## config.mk

```make
export PLATFORM = sky130hd
export DESIGN_NAME = prt_pad_router
export DESIGN_NICKNAME = d
export VERILOG_FILES = /design/src/verilog/prt_pkg.sv /design/src/verilog/prt_pad_router.sv
export SDC_FILE = /design/constraint.sdc
export NUM_CORES = 1
export LEC_CHECK = 0
export ABC_AREA = 0
export CORE_AREA = 2 2 551 553
export DETAILED_ROUTE_END_ITERATION = 10
export DIE_AREA = 0 0 553 555
export DONT_BUFFER_PORTS = 1
export GPL_TIMING_DRIVEN = 0
export PLACE_DENSITY = 0.3
export REMOVE_ABC_BUFFERS = 1
export SKIP_LAST_GASP = 1
export SLEW_MARGIN = 40
export SYNTH_ARGS = -nofsm -noshare
export SYNTH_HDL_FRONTEND = slang
export SYNTH_SLANG_ARGS = --single-unit
```

## constraint.sdc

```tcl
create_clock -name sys_clk_in -period 47 [get_ports sys_clk_in]
set_input_delay 2.35 -clock sys_clk_in [delete_from_list [all_inputs] [get_ports sys_clk_in]]
set_output_delay 2.35 -clock sys_clk_in [all_outputs]
set_load 0.01 [all_outputs]
```

## src/verilog/prt_pkg.sv

```systemverilog
package prt_pkg;

  localparam int NPORT = 6;
  localparam int NPIN  = 16;
  localparam int NPAD  = 96;
  localparam int NSIG  = 22;
  localparam int NFN   = 8;
  localparam int NLOC  = 7;
  localparam int NSER  = 2;
  localparam int LOCW  = 3;
  localparam int PADW  = 7;
  localparam int SIGW  = 5;
  localparam int PORTW = 3;
  localparam int MODEW = 3;
  localparam int NHOST = 3;

  // Signal slots inside one serial unit: 2 is CLK or CTS, 3 is CS or RTS
  localparam int SER_SIGS  = 4;
  localparam int SER_HS_A  = 2;
  localparam int SER_HS_B  = 3;

  // Pin numbers kept away from external interrupts
  localparam int PIN_IRQ_RSVD  = 0;
  localparam int PIN_NOT_AVAIL = 8;
  localparam int IRQ_MAX       = 14;

  localparam logic [PADW-1:0] PAD_NONE = 7'h7f;

  // Pad index is port * 16 + pin; ports A..F are 0..5
  localparam logic [127:0] PAD_EXIST =
    128'h0000_0000_0c07_fc07_00ff_e203_1800_0044;

  typedef enum logic [MODEW-1:0] {
    MODE_DIS, MODE_IN_PU, MODE_IN_PD, MODE_IN_PU_FLT, MODE_IN_PD_FLT,
    MODE_OUT
  } prt_mode_t;

  typedef enum logic [1:0] {HOST_UART, HOST_SPI, HOST_USB} prt_host_t;

  localparam prt_host_t   HOST_RST     = HOST_UART;
  localparam logic [NHOST-1:0] HOST_RST_HOT = 3'h1;
  localparam logic [LOCW-1:0]  LOC_RST      = 3'h0;
  localparam logic [PORTW-1:0] PORT_RST     = 3'h0;

  // Owning function of each signal
  localparam logic [2:0] FN_OF [NSIG] = '{
    3'h0, 3'h0, 3'h0, 3'h0, 3'h1, 3'h1, 3'h1, 3'h1,
    3'h2, 3'h2, 3'h3, 3'h3, 3'h4, 3'h4,
    3'h5, 3'h5, 3'h5, 3'h6, 3'h6, 3'h6, 3'h7, 3'h7};

  localparam logic [PADW-1:0] N = PAD_NONE;

  // Pad per signal and location 0..6
  localparam logic [PADW-1:0] ROUTE_TBL [NSIG][NLOC] = '{
    '{7'h4a, N, N, 7'h4d, N, 7'h20, N},         // ser0 tx/mosi
    '{7'h4b, N, N, 7'h4c, N, 7'h21, N},         // ser0 rx/miso
    '{7'h4c, N, 7'h29, 7'h2f, N, N, N},         // ser0 cts/clk
    '{7'h4d, N, N, 7'h2e, N, N, N},             // ser0 rts/cs
    '{7'h20, 7'h30, 7'h37, N, N, N, N},         // ser1 tx/mosi
    '{7'h21, 7'h31, 7'h36, N, N, N, N},         // ser1 rx/miso
    '{N, 7'h32, 7'h50, N, N, N, N},             // ser1 cts/clk
    '{N, 7'h33, 7'h51, N, N, N, N},             // ser1 rts/cs
    '{N, 7'h37, N, N, 7'h21, 7'h51, 7'h4d},     // i2c0 scl
    '{N, 7'h36, N, N, 7'h20, 7'h50, 7'h4c},     // i2c0 sda
    '{N, 7'h1c, 7'h41, N, N, N, N},             // i2c1 scl
    '{N, 7'h1b, 7'h40, N, N, N, N},             // i2c1 sda
    '{7'h5a, N, N, N, N, N, N},                 // usb dm
    '{7'h5b, N, N, N, N, N, N},                 // usb dp
    '{N, N, N, 7'h31, N, 7'h50, N},             // tim0 cc0
    '{N, N, N, 7'h32, 7'h20, 7'h51, N},         // tim0 cc1
    '{7'h02, 7'h02, N, 7'h33, 7'h21, 7'h52, N}, // tim0 cc2
    '{7'h2d, 7'h4a, N, N, 7'h36, N, N},         // tim1 cc0
    '{7'h2e, 7'h4b, N, N, 7'h37, N, N},         // tim1 cc1
    '{7'h2f, 7'h4c, N, 7'h1b, 7'h2d, N, N},     // tim1 cc2
    '{7'h50, 7'h50, 7'h50, 7'h50, N, N, N},     // debug clock
    '{7'h51, 7'h51, 7'h51, 7'h51, N, N, N}};    // debug data

endpackage : prt_pkg

```

## src/verilog/prt_pad_router.sv

```systemverilog
// How it works
// - Each function's signals share one location.
// - Locations loaded once from configuration, then locked.
// - First serial UART location five: no handshake.
// - Second serial UART location zero: no handshake.
// - Pad modes: pulled input, filtered, output, disabled.
// - Reset leaves every pad disabled.
// - Any existing pad except bits zero and eight may interrupt; fourteen lines at most.
// - Same bit number shares one interrupt line.
// - Bit zero never used as interrupt.
// - Bit eight unavailable everywhere.
// - Exactly one host interface selected.
// - Factory default host interface is UART.
module prt_pad_router
  import prt_pkg::*;
#(
  parameter int IRQ_LIMIT = IRQ_MAX
) (
  input  wire logic                   sys_clk_in,
  input  wire logic                   reset_in,
  input  wire logic                   cfg_load_in,
  input  wire logic [NFN-1:0]         cfg_fn_en_in,
  input  wire logic [NFN*LOCW-1:0]    cfg_loc_in,
  input  wire logic [NSER-1:0]        cfg_ser_uart_in,
  input  wire logic [1:0]             cfg_host_in,
  input  wire logic                   mode_we_in,
  input  wire logic [NPAD*MODEW-1:0]  mode_in,
  input  wire logic                   irq_we_in,
  input  wire logic [NPIN*PORTW-1:0]  irq_port_in,
  input  wire logic [NPIN-1:0]        irq_en_in,
  input  wire logic [NPIN-1:0]        irq_rise_in,
  input  wire logic [NPIN-1:0]        irq_fall_in,
  input  wire logic [NPIN-1:0]        irq_clr_in,
  input  wire logic [NSIG-1:0]        fn_out_in,
  input  wire logic [NSIG-1:0]        fn_oe_in,
  input  wire logic [NPAD-1:0]        gpio_out_in,
  input  wire logic [NPAD-1:0]        pad_rx_in,
  output logic      [NSIG-1:0]        fn_in_out,
  output logic      [NPAD-1:0]        gpio_in_out,
  output logic      [NPAD-1:0]        pad_tx_out,
  output logic      [NPAD-1:0]        pad_oe_out,
  output logic      [NPAD-1:0]        pad_ie_out,
  output logic      [NPAD-1:0]        pad_pu_out,
  output logic      [NPAD-1:0]        pad_pd_out,
  output logic      [NPAD-1:0]        pad_filt_out,
  output logic      [NPIN-1:0]        irq_pend_out,
  output logic                        cfg_locked_out,
  output logic                        cfg_err_out,
  output logic      [NHOST-1:0]       host_sel_out,
  output logic      [NSER-1:0]        ser_hs_out
);

  if (IRQ_LIMIT != NPIN - 2 || NPAD != NPORT * NPIN) begin : g_chk
    $error("prt_pad_router: unsupported parameter values");
  end

  // Pad input synchronisers and two-sample glitch filter
  logic [NPAD-1:0] sync1_r;
  logic [NPAD-1:0] sync2_r;
  logic [NPAD-1:0] sync3_r;
  logic [NPAD-1:0] filt_r;

  always_ff @(posedge sys_clk_in or posedge reset_in) begin
    if (reset_in) begin
      sync1_r <= '0;
      sync2_r <= '0;
      sync3_r <= '0;
      filt_r  <= '0;
    end else begin
      sync1_r <= pad_rx_in;
      sync2_r <= sync1_r;
      sync3_r <= sync2_r;
      filt_r  <= (sync2_r & sync3_r) | (filt_r & (sync2_r | sync3_r));
    end
  end

  // Configuration: taken once, checked before it is accepted
  logic [NFN-1:0]      fn_en_r;
  logic [NFN*LOCW-1:0] loc_r;
  logic [NSER-1:0]     uart_r;
  prt_host_t           host_r;
  logic [NFN-1:0]      fn_hit;
  logic [NFN-1:0]      fn_bad;
  logic                host_bad;
  logic                cfg_ok;
  logic                cfg_take;

  always_comb begin
    fn_hit = '0;
    for (int s = 0; s < NSIG; s++) begin
      for (int l = 0; l < NLOC; l++) begin
        if (cfg_loc_in[FN_OF[s]*LOCW +: LOCW] == LOCW'(l) &&
            ROUTE_TBL[s][l] != PAD_NONE) begin
          fn_hit[FN_OF[s]] = 1'b1;
        end
      end
    end
  end

  assign fn_bad   = cfg_fn_en_in & ~fn_hit;
  assign host_bad = cfg_host_in > 2'(HOST_USB);
  assign cfg_ok   = ~|fn_bad && !host_bad;
  assign cfg_take = cfg_load_in && !cfg_locked_out && cfg_ok;

  always_ff @(posedge sys_clk_in or posedge reset_in) begin
    if (reset_in) begin
      fn_en_r        <= '0;
      loc_r          <= {NFN{LOC_RST}};
      uart_r         <= '0;
      host_r         <= HOST_RST;
      cfg_locked_out <= 1'b0;
      cfg_err_out    <= 1'b0;
    end else if (cfg_load_in && !cfg_locked_out) begin
      cfg_err_out <= !cfg_ok;
      if (cfg_take) begin
        fn_en_r        <= cfg_fn_en_in;
        loc_r          <= cfg_loc_in;
        uart_r         <= cfg_ser_uart_in;
        host_r         <= prt_host_t'(cfg_host_in);
        cfg_locked_out <= 1'b1;
      end
    end
  end

  always_ff @(posedge sys_clk_in or posedge reset_in) begin
    if (reset_in) begin
      host_sel_out <= HOST_RST_HOT;
    end else begin
      host_sel_out <= NHOST'(1) << host_r;
    end
  end

  // Signal to pad routing
  logic [PADW-1:0] sig_raw [NSIG];
  logic [PADW-1:0] sig_pad [NSIG];
  logic [NSER-1:0] hs_ok;

  for (genvar s = 0; s < NSIG; s++) begin : g_sig
    wire [LOCW-1:0] lc = loc_r[FN_OF[s]*LOCW +: LOCW];
    wire            on = fn_en_r[FN_OF[s]] && lc < LOCW'(NLOC);
    assign sig_raw[s] = on ? ROUTE_TBL[s][lc] : PAD_NONE;
    if (s < NSER * SER_SIGS && s % SER_SIGS >= SER_HS_A) begin : g_hs
      // Handshake pins dropped when the UART location lacks them
      wire strip = uart_r[s / SER_SIGS] &&
                   !hs_ok[s / SER_SIGS];
      assign sig_pad[s] = strip ? PAD_NONE : sig_raw[s];
    end else begin : g_plain
      assign sig_pad[s] = sig_raw[s];
    end
  end

  for (genvar u = 0; u < NSER; u++) begin : g_ser
    assign hs_ok[u] = sig_raw[u*SER_SIGS+SER_HS_A] != PAD_NONE &&
                      sig_raw[u*SER_SIGS+SER_HS_B] != PAD_NONE;
  end

  always_ff @(posedge sys_clk_in or posedge reset_in) begin
    if (reset_in) begin
      ser_hs_out <= '0;
    end else begin
      ser_hs_out <= uart_r & fn_en_r[NSER-1:0] & hs_ok;
    end
  end

  // Pad ownership: lowest signal number wins a shared pad
  logic [NPAD-1:0] own_hit;
  logic [SIGW-1:0] own_sig [NPAD];

  always_comb begin
    for (int p = 0; p < NPAD; p++) begin
      own_hit[p] = 1'b0;
      own_sig[p] = '0;
      for (int s = NSIG - 1; s >= 0; s--) begin
        if (sig_pad[s] == PADW'(p)) begin
          own_hit[p] = 1'b1;
          own_sig[p] = SIGW'(s);
        end
      end
    end
  end

  // Per pad mode and drive
  prt_mode_t       mode_r [NPAD];
  logic [NPAD-1:0] oe_nxt;
  logic [NPAD-1:0] tx_nxt;
  logic [NPAD-1:0] ie_nxt;
  logic [NPAD-1:0] pu_nxt;
  logic [NPAD-1:0] pd_nxt;
  logic [NPAD-1:0] flt_nxt;
  logic [NPAD-1:0] val;

  for (genvar p = 0; p < NPAD; p++) begin : g_pad
    wire [MODEW-1:0] code = mode_in[p*MODEW +: MODEW];
    wire prt_mode_t  wmode = code > MODEW'(MODE_OUT) ? MODE_DIS :
                             prt_mode_t'(code);
    wire prt_mode_t  md = mode_r[p];
    wire is_out = md == MODE_OUT;
    wire is_pu  = md == MODE_IN_PU || md == MODE_IN_PU_FLT;
    wire is_pd  = md == MODE_IN_PD || md == MODE_IN_PD_FLT;
    wire is_flt = md == MODE_IN_PU_FLT || md == MODE_IN_PD_FLT;
    wire ex     = PAD_EXIST[p];

    always_ff @(posedge sys_clk_in or posedge reset_in) begin
      if (reset_in) begin
        mode_r[p] <= MODE_DIS;
      end else if (mode_we_in && ex) begin
        mode_r[p] <= wmode;
      end
    end

    assign oe_nxt[p]  = ex && (own_hit[p] ? fn_oe_in[own_sig[p]] : is_out);
    assign tx_nxt[p]  = oe_nxt[p] &&
                        (own_hit[p] ? fn_out_in[own_sig[p]] : gpio_out_in[p]);
    assign ie_nxt[p]  = ex && (own_hit[p] || is_pu || is_pd);
    assign pu_nxt[p]  = ex && is_pu;
    assign pd_nxt[p]  = ex && is_pd;
    assign flt_nxt[p] = ex && is_flt;
    assign val[p]     = ie_nxt[p] && (is_flt ? filt_r[p] : sync2_r[p]);
  end

  always_ff @(posedge sys_clk_in or posedge reset_in) begin
    if (reset_in) begin
      pad_tx_out   <= '0;
      pad_oe_out   <= '0;
      pad_ie_out   <= '0;
      pad_pu_out   <= '0;
      pad_pd_out   <= '0;
      pad_filt_out <= '0;
      gpio_in_out  <= '0;
    end else begin
      pad_tx_out   <= tx_nxt;
      pad_oe_out   <= oe_nxt;
      pad_ie_out   <= ie_nxt;
      pad_pu_out   <= pu_nxt;
      pad_pd_out   <= pd_nxt;
      pad_filt_out <= flt_nxt;
      gpio_in_out  <= val;
    end
  end

  // Peripheral inputs from their routed pads
  logic [127:0]    val_ext;
  logic [NSIG-1:0] fin_nxt;

  assign val_ext = 128'(val);

  for (genvar s = 0; s < NSIG; s++) begin : g_fin
    assign fin_nxt[s] = sig_pad[s] != PAD_NONE && val_ext[sig_pad[s]];
  end

  always_ff @(posedge sys_clk_in or posedge reset_in) begin
    if (reset_in) begin
      fn_in_out <= '0;
    end else begin
      fn_in_out <= fin_nxt;
    end
  end

  // External pin interrupts, one line per bit number
  logic [NPIN*PORTW-1:0] irq_port_r;
  logic [NPIN-1:0]       irq_en_r;
  logic [NPIN-1:0]       irq_rise_r;
  logic [NPIN-1:0]       irq_fall_r;
  logic [NPIN-1:0]       irq_prev_r;
  logic [NPIN-1:0]       irq_src;
  logic [NPIN-1:0]       irq_hit;
  logic [127:0]          sync_ext;

  assign sync_ext = 128'(sync2_r);

  always_ff @(posedge sys_clk_in or posedge reset_in) begin
    if (reset_in) begin
      irq_port_r <= {NPIN{PORT_RST}};
      irq_en_r   <= '0;
      irq_rise_r <= '0;
      irq_fall_r <= '0;
    end else if (irq_we_in) begin
      irq_port_r <= irq_port_in;
      irq_en_r   <= irq_en_in;
      irq_rise_r <= irq_rise_in;
      irq_fall_r <= irq_fall_in;
    end
  end

  for (genvar b = 0; b < NPIN; b++) begin : g_irq
    wire [PORTW-1:0] sel = irq_port_r[b*PORTW +: PORTW];
    wire [PADW-1:0]  idx = {sel, 4'(b)};
    wire usable = b != PIN_IRQ_RSVD && b != PIN_NOT_AVAIL;
    wire on = usable && irq_en_r[b] && PAD_EXIST[idx];
    assign irq_src[b] = on && sync_ext[idx];
    assign irq_hit[b] = on &&
      ((irq_rise_r[b] && irq_src[b] && !irq_prev_r[b]) ||
       (irq_fall_r[b] && !irq_src[b] && irq_prev_r[b]));
  end

  always_ff @(posedge sys_clk_in or posedge reset_in) begin
    if (reset_in) begin
      irq_prev_r   <= '0;
      irq_pend_out <= '0;
    end else begin
      irq_prev_r   <= irq_src;
      irq_pend_out <= irq_hit | (irq_pend_out & ~irq_clr_in);
    end
  end

endmodule : prt_pad_router

```

==> results of run 1 <==
-- path summary, 6_finish.rpt --
path                                        from                      end  slack [ns]  depth (start not counted)
setup / recovery           loc_r[19]$_DFFE_PP0P_  fn_in_out[19]$_DFF_PP0_       42.87                          9
hold / removal             sync1_r[53]$_DFF_PP0_    sync2_r[53]$_DFF_PP0_        0.34                          0
setup reg to reg           loc_r[19]$_DFFE_PP0P_  fn_in_out[19]$_DFF_PP0_       42.87                          9
hold reg to reg            sync1_r[53]$_DFF_PP0_    sync2_r[53]$_DFF_PP0_        0.34                          0
max in group asynchronous               reset_in    sync3_r[75]$_DFF_PP0_       44.02                          4
min in group asynchronous               reset_in    loc_r[14]$_DFFE_PP0P_        1.45                          1
-- power by group through the flow --
stage	Clock [mW]	Combinational, mW	Sequential, mW
final	0.731	0.261	0.726
after global routing	0.785	0.290	0.740
after CTS	0.772	0.266	0.733
after detailed placement	0	0.265	0.742
after global placement	0	0.249	0.743
after floorplan	0	0.169	0.670
-- per-layer routing --
layer,part of all wire [%],up-vias
li1,-,8489
met1,41,9220
met2,46,911
met3,11,218
met4,2.5,14
met5,0.058,-
-- state kept, by name, indices dropped and copies added, names as in the netlist, 22 cells and up --
signal / flops
pad_pd_out: 32
g_pad.md: 96
sync2_r: 32
loc_r: 22
sync1_r: 32
gpio_in_out: 32
pad_oe_out: 32
fn_in_out: 22
pad_ie_out: 32
pad_pu_out: 32
pad_filt_out: 32
filt_r: 32
irq_port_r: 42
sync3_r: 32
pad_tx_out: 32
-- stage by stage --
step                utilization [%]  total power [mW]  std cells  hold slack, ns  cell area [sq um]
floorplan                         -             0.838       2631           0.331              27000
global placement               10.6             0.992       6609           0.333              32000
detailed placement             10.9              1.01       6647           0.335              32700
CTS                            11.9              1.77       6808           0.348              35800
global route                   11.9              1.82       6813           0.350              35900
finish                         11.9              1.72       6831           0.344              35900
-- cell families after synthesis --
family | count (synthesis) | synth area share, %
fa+ha+maj | 50 | 1.87
simple gates | 736 | 13.0
xor+xnor | 18 | 0.544
mux | 186 | 6.99
buf+inv | 682 | 14.7
flops | 625 | 54.0
other cells | 1 | 0.0129
compound gates | 405 | 8.86
-- worst reg2reg max path: cells and delay by family, from the launching register on --
family	cells	cell delay, ns
simple gates	4	1.96
flops	1	0.69
compound gates	3	0.59
fa+ha+maj	1	0.55
buf+inv	1	0.29
-- layout make-up --
cell class	count	area, sq um	area share [%]
Timing Repair Buffer	38	492	1.37
Clock inverter	28	412	1.15
Tap cell	3978	4980	13.9
Multi-Input combinational cell	1843	11000	30.7
Sequential cell	625	15600	43.6
Inverter	163	619	1.72
Antenna cell	23	57.6	0.160
Clock buffer	133	2700	7.52
-- cells in the mapped netlist (all sizes together), types with 12 or more instances --
library cell	count	area, sq um
dfrtp	624	15600
buf	457	3420
nand2	215	810
inv	163	612
nor2	141	529
o21ai	133	666
mux2	129	1450
nand3	88	440
a21oi	76	380
clkbuf	62	233
mux2i	57	571
nand3b	55	413
nand2b	51	319
o22ai	45	282
nor3	39	200
maj3	34	340
nor2b	30	188
a31oi	23	144
nor3b	23	173
xnor2	17	149
ha	16	200
o211ai	15	118
and3	13	81.3
nand4	13	81.3
and2	12	75.1
==> flow_summary.yaml, run 1 <==
pwr:
  p_sw_mw: 0.574
  power.internal_mw: 1.14
  leakagePower_nw: 14.9
  power_frac_comb_pct: 15.2
  switching_share_pct: 33.4
  pwr_density_cell_nw_per_um2: 47.9
  p_clk_share_pct: 42.5
  power_frac_seq_pct: 42.3
  max-vdd-ir-drop_mv: 0.0263
floorplan:
  die_w_um: 553
  fp.dieH_um: 555
  core_area_sq_um: 301000
  die_area_sq_um: 307000
  ios: 1394
  rows: 202
  start_util_pct: 9.61
clock_network:
  h-tree-depth: 3
  tritoncts: "built"
  cts_sinks: 625
  root_buffer: "clkbuf_16"
  numCtsBuffers: 92
  cts.clk_slew.worst_paths_ns: 0.06
  cts_resized: 0
  cts_hold_buf: 0
  postCtsSetupBuffers: 0
  clock_path_buffers: 4
  clk-insertion-delay-late_ns: 0.79
finish:
  area_growth_pct: 24.0
  final_common_cell: "dfrtp_1"
  layout_common_cells: "dfrtp_1, conb_1, nand2_1, inv_1, nor2_1"
  nFillCells: 34400
  drive_above_1_share_pct: 13.3
  layout.nets: 3456
place:
  place_ws_ns: 42.62
  numPortBuffers: 0
  routabilityCongestion: 0.732
  dpl.hpwl_mm: 119
global_routing:
  use_met2_pct: 14.9
  use_met1_pct: 10.8
  grt_pass1_wl_mm: 186
  grt_max_degree: 193
  overflow: 0
  grt_use_total_pct: 9.16
  antenna_found_initial: 69
  met3_usage_pct: 4.30
  grt_pass1_vias: 18500
  grt-busiest-layer: "met2"
synth:
  synth_area_sq_um: 29000
  synth-edff-count: 0
  yosys.cell_types.count: 81
  syn_area_per_cell_sq_um: 10.7
  ys_ff_latch: 625
  synth-main-ff-cell: "dfrtp_1"
  netlist_instances: 2703
  async_flop_share_pct: 100
  synth_warnings: 0
  ys_seq_area_share_pct: 54.0
timing:
  fin_crit_sh_pct: 8.79
  setup_viol: 0
  min_period_ns: 4.13
  setup_ws_ns: 42.87
  fmax_mhz: 242
  slew_violations: 0
  rsz0062_at_grt: "false"
  fin_skew_ns: 0.0417
  tightest_slew_ns: 1.01
  slew_headroom_pct: 32.1
  hold_viol: 0
  fin_tns_setup_ns: 0
drt:
  wire_per_inst_um: 21.3
  drtAntennaViolNets: 0
  vias: 18900
  drc: 0
  drt_pre_antenna_iters: 5
  drt_iter0_markers: 911
  wirelength_mm: 146
  viasPerCell: 2.76
setup_path:
  cp_common_cell: "a21oi_1"
  crit_family: "simple AND/OR/NAND/NOR gates"
  cpMaxStageDelayCell: "dfrtp_1"
  worst-path-buf-inv: 1
  cpPeakStageDelay_ns: 0.69
  cp_data_arrival_time_ns: 4.84
  startpoint_type: "flip-flop"
  cp-end-kind: "flip-flop"
  path_max_fanout: 15
  path_class: "reg2reg"
  worstPathRequired_ns: 47.71
  cp_cell_sequence: "inv_1 > ha_1 > nor3b_1 > nand3_1 > nand4b_1 > nor2b_1 > a21oi_1 > a21oi_1 > o2111a_1"
min_path:
  hold_path_class: "reg2reg"
status:
  status: "finished, final reports clean"
flow_run:
  maxCapViolations: 0
No activity file was read; power rests on OpenSTA's default activity.
==> run 2: changes to the inputs <==
==> constraint.sdc (replaced) <==
create_clock -name sys_clk_in -period 4.3 [get_ports sys_clk_in]
set_input_delay 0.215 -clock sys_clk_in [delete_from_list [all_inputs] [get_ports sys_clk_in]]
set_output_delay 0.215 -clock sys_clk_in [all_outputs]
set_load 0.01 [all_outputs]
==> flow_summary.yaml, run 2 (synthesis results as in run 1) <==
timing:
  rsz0062_at_grt: "false"
  slew_violations: 0
  tightest_slew_ns: 1.18
  fin_crit_sh_pct: 92.7
  slew_headroom_pct: 20.8
  fin_skew_ns: 0.0393
  setup_viol: 0
  fmax_mhz: 251
  hold_viol: 0
  min_period_ns: 3.99
finish:
  final_common_cell: "dfrtp_1"
  largest_register_ffs: 96
  final_core_util_pct: 13.7
  final_cell_area_sq_um: 41300
  layout.nets: 3988
  layout_common_cells: "dfrtp_1, dlygate4sd3_1, conb_1, nand2_1, inv_1"
  area_growth_pct: 42.5
  drive_above_1_share_pct: 11.3
drt:
  drc: 0
  viasPerCell: 2.88
  met2_wirelength_mm: 72.8
  wl_met3_mm: 14.6
  drt_pre_antenna_iters: 5
  dr.max_layer_used: "met5"
  vias: 21200
  wl_met1_mm: 63.7
  drtAntennaViolNets: 0
  wirelength_mm: 155
  wire_per_inst_um: 21.0
  drt_iter0_markers: 1045
global_routing:
  antenna_found_initial: 83
  grt_pass1_wl_mm: 200
  grt_pass1_vias: 21100
  overflow: 0
  grt_max_degree: 135
  grt_use_total_pct: 9.71
place:
  routabilityCongestion: 0.732
  dpl.hpwl_mm: 119
  placed_cell_area_sq_um: 32700
  numPortBuffers: 0
floorplan:
  ios: 1394
  fp.dieH_um: 555
  start_util_pct: 9.61
  core_area_sq_um: 301000
  die_w_um: 553
  die_area_sq_um: 307000
  rows: 202
clock_network:
  tritoncts: "built"
  clk-insertion-delay-late_ns: 0.79
  postCtsSetupBuffers: 0
  root_buffer: "clkbuf_16"
  clock_path_buffers: 4
  cts_sinks: 625
  numCtsBuffers: 92
  cts.clk_slew.worst_paths_ns: 0.06
  h-tree-depth: 3
setup_path:
  path_class: "reg2reg"
  cpMaxStageDelayCell: "dfrtp_1"
  cpPeakStageDelay_ns: 0.58
  path_max_fanout: 15
  cp-end-kind: "flip-flop"
  ff2ff_path_depth: 11
  cp_cell_sequence: "inv_1 > ha_2 > nand2_1 > a21oi_1 > nand2_2 > mux2i_1 > o21ai_0 > dlygate4sd3_1 > mux2i_1 > nor3_1 > dlygate4sd3_1"
  worstPathRequired_ns: 5.02
  cp_data_arrival_time_ns: 4.71
  startpoint_type: "flip-flop"
pwr:
  p_total_mw: 19.4
  leakagePower_nw: 17.3
  pwr_density_cell_nw_per_um2: 471
  max-vdd-ir-drop_mv: 0.288
status:
  status: "finished, final reports clean"
min_path:
  hold_depth: 2
  hold_path_class: "in2reg"
flow_run:
  maxCapViolations: 0
## run 2: cell count changes in the layout (fill, tap and decap cells not counted)
cell | before | now
buf_16 | 10 | 13
diode_2 | 23 | 19
dlygate4sd3_1 | 0 | 529
ha_1 | 16 | 15
ha_2 | 0 | 1
nor3b_1 | 18 | 17
nor3b_2 | 5 | 6
## run 2: metrics by stage
step                TNS (ns)  cells  hold WS, ns  setup WS (ns)
CTS                        0   7338     0.000262         0.0844
global route               0   7344       0.0378         0.0259
finish                     0   7359       0.0903          0.313
floorplan           -8380.55   2631        0.246         -13.42
global placement           -   6609        0.246         -23.97
detailed placement         0   6647        0.135         0.0319
## run 2: critical path: cells and delay by family (launching register included)
kind            cells  cell delay (ns)
mux                 2             0.28
fa+ha+maj           1             0.47
simple gates        3             0.66
flops               1             0.58
compound gates      2             0.48
buf+inv             3             1.45
## run 2: layer usage
layer | GRT usage, % | up-vias
met1 | 11.6 | 10400
met2 | 16.2 | 999
met5 | 0 | -
met3 | 3.74 | 212
li1 | - | 9568
met4 | 2.46 | 10
## run 2: path summary, 6_finish.rpt
check,startpoint,end,slack [ns]
worst min register to register,sync1_r[76]$_DFF_PP0_,sync2_r[76]$_DFF_PP0_,0.35
worst max-delay path,loc_r[19]$_DFFE_PP0P_,pad_tx_out[45]$_DFF_PP0_,0.31
max in group asynchronous,reset_in,g_pad[75].md[1]$_DFFE_PP0P_,2.48
min in group asynchronous,reset_in,host_sel_out[0]$_DFF_PP1_,0.65
worst max register to register,loc_r[19]$_DFFE_PP0P_,pad_tx_out[45]$_DFF_PP0_,0.31
worst min-delay path,irq_clr_in[8],irq_pend_out[8]$_DFF_PP0_,0.09
## run 2: cell type report
type                            instances  area [sq um]
Clock inverter                         28           412
Clock buffer                          133          2700
Tap cell                             3978          4980
Sequential cell                       625         15600
Inverter                              163           619
Timing Repair Buffer                  570          5870
Multi-Input combinational cell       1843         11000
Antenna cell                           19          47.5
Fill cell                           34100        260000
## run 2: where the power goes
group | total, mW | switching, mW | leakage [nW] | internal [mW]
Sequential | 7.93 | 1.31 | 7.85 | 6.62
Clock | 8.00 | 3.12 | 1.51 | 4.88
Combinational | 3.51 | 2.06 | 7.98 | 1.45
Total | 19.4 | 6.49 | 17.3 | 13.0
## run 2: what timing repair did
| action | in CTS | in global routing |
|---|---|---|
| pin swaps | 0 | 0 |
| hold endpoints to repair | 554 | 15 |
| gates cloned | 0 | 0 |
| resized for setup | 1 | 2 |
| hold buffers | 530 | 1 |
| endpoints found under the setup margin | 1 | 5 |
